===== config.mk =====
export PLATFORM = sky130hd
export DESIGN_NAME = fm_top
export DESIGN_NICKNAME = d
export VERILOG_FILES = /design/src/core/fm_pkg.sv /design/src/core/fm_top.sv
export SDC_FILE = /design/constraint.sdc
export NUM_CORES = 1
export LEC_CHECK = 0
export ABC_AREA = 1
export BUFFER_PORTS_ARGS = -buffer_cell sky130_fd_sc_hd__buf_2
export CAP_MARGIN = 20
export CORE_UTILIZATION = 40
export CTS_CLUSTER_SIZE = 40
export DETAILED_ROUTE_END_ITERATION = 12
export PLACE_DENSITY = 0.7
export RECOVER_POWER = 50
export REMOVE_ABC_BUFFERS = 1
export SLEW_MARGIN = 20
export SYNTH_ARGS = -nofsm -noshare
export SYNTH_HDL_FRONTEND = slang
export SYNTH_HIERARCHICAL = 1
export SYNTH_SLANG_ARGS = --single-unit

===== constraint.sdc =====
create_clock -name sys_clk -period 2 [get_ports sys_clk]
set_input_delay 0.1 -clock sys_clk [delete_from_list [all_inputs] [get_ports sys_clk]]
set_output_delay 0.1 -clock sys_clk [all_outputs]
set_load 0.05 [all_outputs]

===== src/core/fm_pkg.sv =====
// Purpose: Shared constants, register map and types of the frequency meter.
// Assumes: APB slave with 32-bit data, one aligned word per register.
// Notes: Also holds the small edge synchroniser used for both sampled clocks.
package fm_pkg;
   localparam logic [11:0] FM_CONTROL_A_OFS = 12'h000;
   localparam logic [11:0] FM_CONTROL_B_OFS = 12'h004;
   localparam logic [11:0] FM_CONFIG_A_OFS = 12'h008;
   localparam logic [11:0] FM_IENCLR_OFS = 12'h00C;
   localparam logic [11:0] FM_IENSET_OFS = 12'h010;
   localparam logic [11:0] FM_IFLAG_OFS = 12'h014;
   localparam logic [11:0] FM_STATUS_OFS = 12'h018;
   localparam logic [11:0] FM_VALUE_OFS = 12'h01C;
   localparam int FM_CA_SOFT_RST = 0;
   localparam int FM_CA_EN = 1;
   localparam int FM_CB_START = 0;
   localparam int FM_IF_DONE = 0;
   localparam int FM_ST_BUSY = 0;
   localparam int FM_ST_OVERFLOW = 1;
   localparam int FM_ST_SYNC = 2;
   localparam int FM_RN_W = 8;
   localparam int FM_CNT_W = 24;
   localparam logic [7:0] FM_RN_RST = 8'h00;
   localparam logic [23:0] FM_CNT_MAX = 24'hFFFFFF;
   localparam logic [1:0] FM_SYNC_CYC = 2'h2;
   typedef enum logic [1:0] {
      FM_IDLE = 2'b00,
      FM_ARM = 2'b01,
      FM_RUN = 2'b10
   } fm_state_t;
endpackage
`timescale 1ns/1ns
`default_nettype none
module fm_edge_sync
   import fm_pkg::*;
(
   input wire logic sys_clk,
   input wire logic rstn,
   input wire logic ce,
   input wire logic din,
   output logic rise
);
   logic s1_q, s2_q, s3_q;
   logic s1_d, s2_d, s3_d;
   always_comb begin
      s1_d = din;
      s2_d = s1_q;
      s3_d = s2_q;
   end
   always_ff @(posedge sys_clk or negedge rstn) begin
      if (!rstn) begin
         s1_q <= 1'b0;
         s2_q <= 1'b0;
         s3_q <= 1'b0;
      end else if (ce) begin
         s1_q <= s1_d;
         s2_q <= s2_d;
         s3_q <= s3_d;
      end
   end
   // Only the second and third stages feed the edge test.
   assign rise = s2_q & ~s3_q;
endmodule
`default_nettype wire


===== src/core/fm_top.sv =====
// Purpose: Frequency meter counting a measured clock over reference periods.
// Assumes: Both clocks are far slower than sys_clk and sampled as plain inputs.
// Notes: APB answers in one access cycle; ce low freezes the whole block.
`timescale 1ns/1ns
`default_nettype none
module fm_top
   import fm_pkg::*;
(
   input wire logic sys_clk,
   input wire logic rstn,
   input wire logic ce,
   input wire logic psel,
   input wire logic penable,
   input wire logic pwrite,
   input wire logic [11:0] paddr,
   input wire logic [31:0] pwdata,
   output logic [31:0] prdata,
   output logic pready,
   output logic pslverr,
   input wire logic ref_clk_in,
   input wire logic msr_clk_in,
   output logic irq
);
   function automatic logic fm_mapped(input logic [11:0] a);
      fm_mapped = (a[11:5] == 7'h00) && (a[1:0] == 2'h0);
   endfunction

   logic ref_rise, msr_rise;
   fm_edge_sync u_ref_sync (
      .sys_clk(sys_clk),
      .rstn(rstn),
      .ce(ce),
      .din(ref_clk_in),
      .rise(ref_rise)
   );
   fm_edge_sync u_msr_sync (
      .sys_clk(sys_clk),
      .rstn(rstn),
      .ce(ce),
      .din(msr_clk_in),
      .rise(msr_rise)
   );

   logic [31:0] prdata_q, prdata_d;
   logic pready_q, pready_d, pslverr_q, pslverr_d;
   logic enable_q, enable_d, pend_en_q, pend_en_d, pend_sw_q, pend_sw_d;
   logic [1:0] sync_cnt_q, sync_cnt_d;
   logic [7:0] ref_cycles_q, ref_cycles_d, ref_cnt_q, ref_cnt_d;
   logic [23:0] msr_cnt_q, msr_cnt_d, value_q, value_d;
   logic irq_en_q, irq_en_d, done_q, done_d, overflow_q, overflow_d, irq_q, irq_d;
   fm_state_t state_q, state_d;
   logic wr, start, done_set, done_clr, overflow_set, overflow_clr, finish, soft_clr;
   logic [7:0] ref_next;

   assign wr = ce && psel && penable && pready_q && pwrite && fm_mapped(paddr);

   always_comb begin
      prdata_d = prdata_q;
      pready_d = 1'b0;
      pslverr_d = 1'b0;
      enable_d = enable_q;
      pend_en_d = pend_en_q;
      pend_sw_d = pend_sw_q;
      sync_cnt_d = sync_cnt_q;
      ref_cycles_d = ref_cycles_q;
      ref_cnt_d = ref_cnt_q;
      msr_cnt_d = msr_cnt_q;
      value_d = value_q;
      irq_en_d = irq_en_q;
      state_d = state_q;
      start = 1'b0;
      done_set = 1'b0;
      done_clr = 1'b0;
      overflow_set = 1'b0;
      overflow_clr = 1'b0;
      finish = 1'b0;
      soft_clr = 1'b0;
      ref_next = ref_cnt_q + 8'h01;
      // The answer is prepared in the setup cycle so the access needs no wait.
      if (psel && !penable) begin
         pready_d = 1'b1;
         pslverr_d = !fm_mapped(paddr);
         prdata_d = 32'h00000000;
         if (!pwrite && fm_mapped(paddr)) begin
            unique case (paddr)
               FM_CONTROL_A_OFS: begin
                  prdata_d[FM_CA_EN] = enable_q;
               end
               FM_CONFIG_A_OFS: begin
                  prdata_d[FM_RN_W-1:0] = ref_cycles_q;
               end
               FM_IENCLR_OFS, FM_IENSET_OFS: begin
                  prdata_d[FM_IF_DONE] = irq_en_q;
               end
               FM_IFLAG_OFS: begin
                  prdata_d[FM_IF_DONE] = done_q;
               end
               FM_STATUS_OFS: begin
                  prdata_d[FM_ST_BUSY] = (state_q != FM_IDLE);
                  prdata_d[FM_ST_OVERFLOW] = overflow_q;
                  prdata_d[FM_ST_SYNC] = (sync_cnt_q != 2'h0);
               end
               FM_VALUE_OFS: begin
                  prdata_d[FM_CNT_W-1:0] = value_q;
               end
               default: begin
                  prdata_d = 32'h00000000;
               end
            endcase
         end
      end
      // FM_CONTROL_A_OFS writes land in a pending copy and take effect a fixed delay later.
      if (sync_cnt_q != 2'h0) begin
         sync_cnt_d = sync_cnt_q - 2'h1;
         if (sync_cnt_q == 2'h1) begin
            if (pend_sw_q) begin
               soft_clr = 1'b1;
            end else begin
               enable_d = pend_en_q;
            end
         end
      end
      if (wr) begin
         unique case (paddr)
            FM_CONTROL_A_OFS: begin
               // A write while the previous one is still in flight is dropped.
               if (sync_cnt_q == 2'h0) begin
                  pend_en_d = pwdata[FM_CA_EN];
                  pend_sw_d = pwdata[FM_CA_SOFT_RST];
                  sync_cnt_d = FM_SYNC_CYC;
               end
            end
            FM_CONTROL_B_OFS: begin
               start = pwdata[FM_CB_START] && enable_q && (state_q == FM_IDLE);
            end
            FM_CONFIG_A_OFS: begin
               ref_cycles_d = pwdata[FM_RN_W-1:0];
            end
            FM_IENCLR_OFS: begin
               if (pwdata[FM_IF_DONE]) begin
                  irq_en_d = 1'b0;
               end
            end
            FM_IENSET_OFS: begin
               if (pwdata[FM_IF_DONE]) begin
                  irq_en_d = 1'b1;
               end
            end
            FM_IFLAG_OFS: begin
               done_clr = pwdata[FM_IF_DONE];
            end
            FM_STATUS_OFS: begin
               overflow_clr = pwdata[FM_ST_OVERFLOW];
            end
            default: begin
               start = 1'b0;
            end
         endcase
      end
      unique case (state_q)
         FM_IDLE: begin
            if (start) begin
               state_d = FM_ARM;
               msr_cnt_d = 24'h000000;
               ref_cnt_d = 8'h00;
            end
         end
         FM_ARM: begin
            // The window opens on a reference edge so it spans whole periods.
            if (ref_rise) begin
               if (ref_cycles_q == 8'h00) begin
                  finish = 1'b1;
               end else begin
                  state_d = FM_RUN;
               end
            end
         end
         FM_RUN: begin
            if (msr_rise) begin
               if (msr_cnt_q == FM_CNT_MAX) begin
                  overflow_set = 1'b1;
               end else begin
                  msr_cnt_d = msr_cnt_q + 24'h000001;
               end
            end
            if (ref_rise) begin
               ref_cnt_d = ref_next;
               if (ref_next == ref_cycles_q) begin
                  finish = 1'b1;
               end
            end
         end
         default: begin
            state_d = FM_IDLE;
         end
      endcase
      if (finish) begin
         state_d = FM_IDLE;
         value_d = msr_cnt_d;
         done_set = 1'b1;
      end
      if (!enable_q) begin
         state_d = FM_IDLE;
         done_set = 1'b0;
      end
      // A hardware set in the same cycle as a clear wins.
      done_d = (done_q && !done_clr) || done_set;
      overflow_d = (overflow_q && !overflow_clr) || overflow_set;
      if (soft_clr) begin
         enable_d = 1'b0;
         pend_en_d = 1'b0;
         pend_sw_d = 1'b0;
         ref_cycles_d = FM_RN_RST;
         ref_cnt_d = 8'h00;
         msr_cnt_d = 24'h000000;
         value_d = 24'h000000;
         irq_en_d = 1'b0;
         done_d = 1'b0;
         overflow_d = 1'b0;
         state_d = FM_IDLE;
      end
      irq_d = done_d && irq_en_d;
   end

   always_ff @(posedge sys_clk or negedge rstn) begin
      if (!rstn) begin
         prdata_q <= 32'h00000000;
         pready_q <= 1'b0;
         pslverr_q <= 1'b0;
         enable_q <= 1'b0;
         pend_en_q <= 1'b0;
         pend_sw_q <= 1'b0;
         sync_cnt_q <= 2'h0;
         ref_cycles_q <= FM_RN_RST;
         ref_cnt_q <= 8'h00;
         msr_cnt_q <= 24'h000000;
         value_q <= 24'h000000;
         irq_en_q <= 1'b0;
         done_q <= 1'b0;
         overflow_q <= 1'b0;
         irq_q <= 1'b0;
         state_q <= FM_IDLE;
      end else if (ce) begin
         prdata_q <= prdata_d;
         pready_q <= pready_d;
         pslverr_q <= pslverr_d;
         enable_q <= enable_d;
         pend_en_q <= pend_en_d;
         pend_sw_q <= pend_sw_d;
         sync_cnt_q <= sync_cnt_d;
         ref_cycles_q <= ref_cycles_d;
         ref_cnt_q <= ref_cnt_d;
         msr_cnt_q <= msr_cnt_d;
         value_q <= value_d;
         irq_en_q <= irq_en_d;
         done_q <= done_d;
         overflow_q <= overflow_d;
         irq_q <= irq_d;
         state_q <= state_d;
      end
   end

   assign prdata = prdata_q;
   assign pready = pready_q;
   assign pslverr = pslverr_q;
   assign irq = irq_q;
endmodule
`default_nettype wire


==> implementation parameters <==
Parameter                              Value

Run status
  Outcome    complete, but fails checks
  Failing checks    setup timing

Drt
  DRC marker count from the first detailed-route iteration    512
  DRT Pass-1 Iters    5
  Antenna-violating nets left    0
  Routed vias    6752
  Routed len/inst    14.4 microns
  Number of DRC violations after detailed routing    0
  Vias per inst    5.10
  Wire length after detailed routing    19100 microns

Setup path
  Worst endpoint required time    2.25 ns
  Critical Path Sink Type    flop
  Critical R2R Launch    ref_cnt_q[0]$_DFFE_PN0P_
  Worst r2r dst    value_q[19]$_DFFE_PN0P_
  Worst reg-to-reg setup slack    -0.10 ns
  Path depth of the worst reg2reg path    15
  Critical path start-end classification    reg2reg
  Worst setup SP type    flop
  Critical-path maximum fanout    7
  Signal arrival time at the worst endpoint    2.35 ns

Power and ir drop
  Max rail drop VDD    approximately 0.00063 V
  Leakage    4.19 nW
  Power per unit of standard cell area    between 1000 and 1500 mW/mm^2

Global route
  Number of antenna violations at the first check in global routing    0
  Pin count of the biggest net entering global routing    45
  Gr ovfl total    0
  GR Util All Layers    22.0%
  Via count of the first global-routing pass    6239
  Global-route wire length before repair    30900 microns

Timing
  Achievable Freq    475 MHz
  Final Hold Violating Endpoints    0
  Unrepaired setup endpoints after global routing    true
  Min cycle time layout    2.10 ns
  Actual slew at the worst max-slew pin    around 0.54 ns
  Clock Skew    0.00632 ns
  TNS Setup    -2.12 ns
  Min setup slack post-route    -0.103 ns
  Max-slew violation total from the final report    0
  Final setup violating endpoints    28
  Max-Slew Margin vs Limit    63.9%
  Ratio of final minimum period to clock period    105%

Yosys
  Number of flops mapped to enable cells by yosys    0
  Synthesized area per cell    7.06 sq um
  Share of synthesized area occupied by flip-flops and latches    39.2%
  Synth unique cells    37
  Count of yosys warnings during synthesis    6
  Fraction of registers with async set/reset    100%
  Count of state elements after synthesis    between 100 and 150
  Mapped Cells    just under 1k
  Mapped cell area    between 0.006 and 0.007 sq mm
  Primary flip-flop cell chosen by synthesis mapping    sky130_fd_sc_hd__dfrtp_1

Worst hold path
  Worst hold path startpoint    pwdata[6]
  Type of the worst min-delay path    in2reg
  Min-Delay Endpoint    ref_cycles_q[6]$_DFFE_PN0P_
  Hold path cells    3

Floorplanning
  Height of the die    133 microns
  Area inside the core boundary    0.0166 sq mm
  Horizontal extent of the die    133 microns
  Initial core utilization    41.1%
  IO Pins    87
  Die ar.    roughly 0.018 sq mm
  Standard-cell rows    47

Placement
  Cell area reported after detailed placement    0.00776 sq mm
  IO buf count    54
  Placed Cells incl. Taps    around 1.3k
  Placer congestion estimate    0.984
  Detailed placement HPWL    13300 microns
  Setup slack at placement    -0.0267 ns

Final layout
  Antenna cells    0
  Proportion of layout cells with a drive suffix above 1    between 20 and 25%
  Post-route core utilization    52.3%
  Post-route cell area    0.00870 sq mm
  Area growth from synthesis to layout    27.3%
  # nets final    1164
  Count of placed standard cells in the final layout, fillers left out    1325

CTS
  Later-pin clock latency in the skew report    0.36 ns
  H-tree depth    3
  Number of buffers created by CTS    9
  TritonCTS clock tree    done
  Clk root buf    sky130_fd_sc_hd__clkbuf_16
  Deepest clock path buffer count    2
  TritonCTS Sinks    107
  CTS clk-pin slew, worst paths    0.07 ns

Run
  Max Cap Viol    0
timing repair:
item | in CTS | in global routing
gates resized for setup | 24 | 59
cloned | 2 | 1
pin swaps | 13 | 18
hold buffers | 7 | 0
setup endpoints to repair | 26 | 65
setup buffers | 20 | 4
hold endpoints to repair | 40 | 0
how the worst max path moves through the flow:
stage / start / endpoint / slack (ns) / cells after the start
global placement: ref_cnt_q[0]$_DFFE_PN0P_ / irq$_DFFE_PN0P_ / -0.04 / 12
CTS: ref_cnt_q[1]$_DFFE_PN0P_ / value_q[13]$_DFFE_PN0P_ / -0.02 / 15
finish: ref_cnt_q[0]$_DFFE_PN0P_ / value_q[19]$_DFFE_PN0P_ / -0.10 / 15
floorplan: u_msr_sync/s2_q$_DFFE_PN0P_ / value_q[3]$_DFFE_PN0P_ / -0.80 / 10
detailed placement: ref_cnt_q[0]$_DFFE_PN0P_ / value_q[23]$_DFFE_PN0P_ / -0.03 / 14
global route: ref_cnt_q[0]$_DFFE_PN0P_ / value_q[18]$_DFFE_PN0P_ / -0.21 / 15
sequential cells by signal (all words and copies together) (netlist names), 2 cells and up:
| signal | cells |
|---|---|
| sync_cnt_q | 2 |
| state_q | 2 |
| msr_cnt_q | 24 |
| ref_cycles_q | 8 |
| ref_cnt_q | 8 |
| value_q | 24 |
| prdata | 24 |
placed cells by master, fill, tap and decap left out, drive strengths merged:
| cell type | n |
|---|---|
| and3 | 1 |
| buf | 154 |
| xor2 | 14 |
| xnor2 | 2 |
| a31oi | 5 |
| bufinv | 2 |
| ha | 12 |
| o211ai | 6 |
| a21oi | 22 |
| o221ai | 6 |
| nand2 | 298 |
| o21bai | 2 |
| o21ai | 97 |
| conb | 8 |
| clkinv | 4 |
| nor3 | 9 |
| inv | 108 |
| or2 | 4 |
| o22ai | 4 |
| nor2 | 73 |
| clkbuf | 12 |
| dlygate4sd3 | 7 |
| nand3 | 133 |
| nand4 | 14 |
| o31ai | 1 |
| dfrtp | 107 |
through the flow:
step	hold slack (ns)	power [mW]
detailed placement	0.118	6.74
CTS	0.00133	8.84
finish	0.00584	9.05
global route	0.00989	9.73
floorplan	-0.196	5.37
global placement	0.125	6.65
synth_stat cells, types with 4 or more instances:
cell type	count	area (sq um)
sky130_fd_sc_hd__a31oi_1	5	31.3
sky130_fd_sc_hd__nor3_1	7	35.0
sky130_fd_sc_hd__inv_1	103	387
sky130_fd_sc_hd__nand2_2	13	81.3
sky130_fd_sc_hd__nor2_4	8	90.1
sky130_fd_sc_hd__ha_1	12	150
sky130_fd_sc_hd__nand2_1	281	1050
sky130_fd_sc_hd__inv_2	5	18.8
sky130_fd_sc_hd__or2_2	4	25.0
sky130_fd_sc_hd__dfrtp_1	107	2680
sky130_fd_sc_hd__buf_4	11	82.6
sky130_fd_sc_hd__o22ai_1	4	25.0
sky130_fd_sc_hd__o221ai_1	6	52.6
sky130_fd_sc_hd__o21ai_1	16	80.1
sky130_fd_sc_hd__buf_2	11	55.1
sky130_fd_sc_hd__nor2_1	64	240
sky130_fd_sc_hd__nand3_1	132	661
sky130_fd_sc_hd__o21ai_0	73	365
sky130_fd_sc_hd__o211ai_1	6	45.0
sky130_fd_sc_hd__xor2_1	14	123
sky130_fd_sc_hd__clkbuf_1	17	63.8
sky130_fd_sc_hd__a21oi_1	22	110
sky130_fd_sc_hd__nand4_1	14	87.6
sky130_fd_sc_hd__o21ai_2	8	70.1
sky130_fd_sc_hd__buf_6	6	67.6
cell type report:
type | instances | area [sq um]
multi-input cells | 711 | 3750
flip-flops and latches | 107 | 2680
fillers | 1592 | 7940
inverters | 109 | 409
clock inverters | 5 | 75.1
clock buffers | 11 | 253
repair buffers | 162 | 1260
well taps | 220 | 275
critical path, stage by stage, from the launching register on:
cell                        delay (ns)
sky130_fd_sc_hd__dfrtp_1          0.41
sky130_fd_sc_hd__buf_6            0.13
sky130_fd_sc_hd__inv_2            0.05
sky130_fd_sc_hd__nor2_4           0.22
sky130_fd_sc_hd__nand3_2          0.14
sky130_fd_sc_hd__nand3_2          0.07
sky130_fd_sc_hd__nand2_1          0.06
sky130_fd_sc_hd__nor2_2           0.15
sky130_fd_sc_hd__nand3_2          0.10
sky130_fd_sc_hd__nand2_2          0.09
sky130_fd_sc_hd__nand2_4          0.08
sky130_fd_sc_hd__nand2_8          0.09
sky130_fd_sc_hd__nand2_8          0.10
sky130_fd_sc_hd__clkbuf_16        0.20
sky130_fd_sc_hd__nand2_4          0.05
sky130_fd_sc_hd__nand2_2          0.04
where the power goes:
part           switching [mW]  internal [mW]
registers               0.366           2.61
logic                    2.47           1.63
clock network           0.809           1.16
metal layers:
| metal | vias to the layer above | part of all wire (%) | GRT usage [%] |
|---|---|---|---|
| met5 | - | 0 | 0 |
| met4 | 0 | 1.7 | 6.39 |
| met3 | 29 | 4.8 | 3.75 |
| met2 | 179 | 47 | 35.4 |
| met1 | 3169 | 47 | 30.3 |
| li1 | 3375 | - | - |
logic make-up (layout without fill, tap and decap cells):
group	count (synthesis)	after routing	synth area share [%]
simple gates	532	532	34.7
buf+inv	157	287	10.1
compound gates	143	143	11.7
flops	107	107	39.2
xor+xnor	16	16	2.05
fa+ha+maj	12	12	2.20
other cells	1	8	0.0549
(Power assumes the default switching activity.)
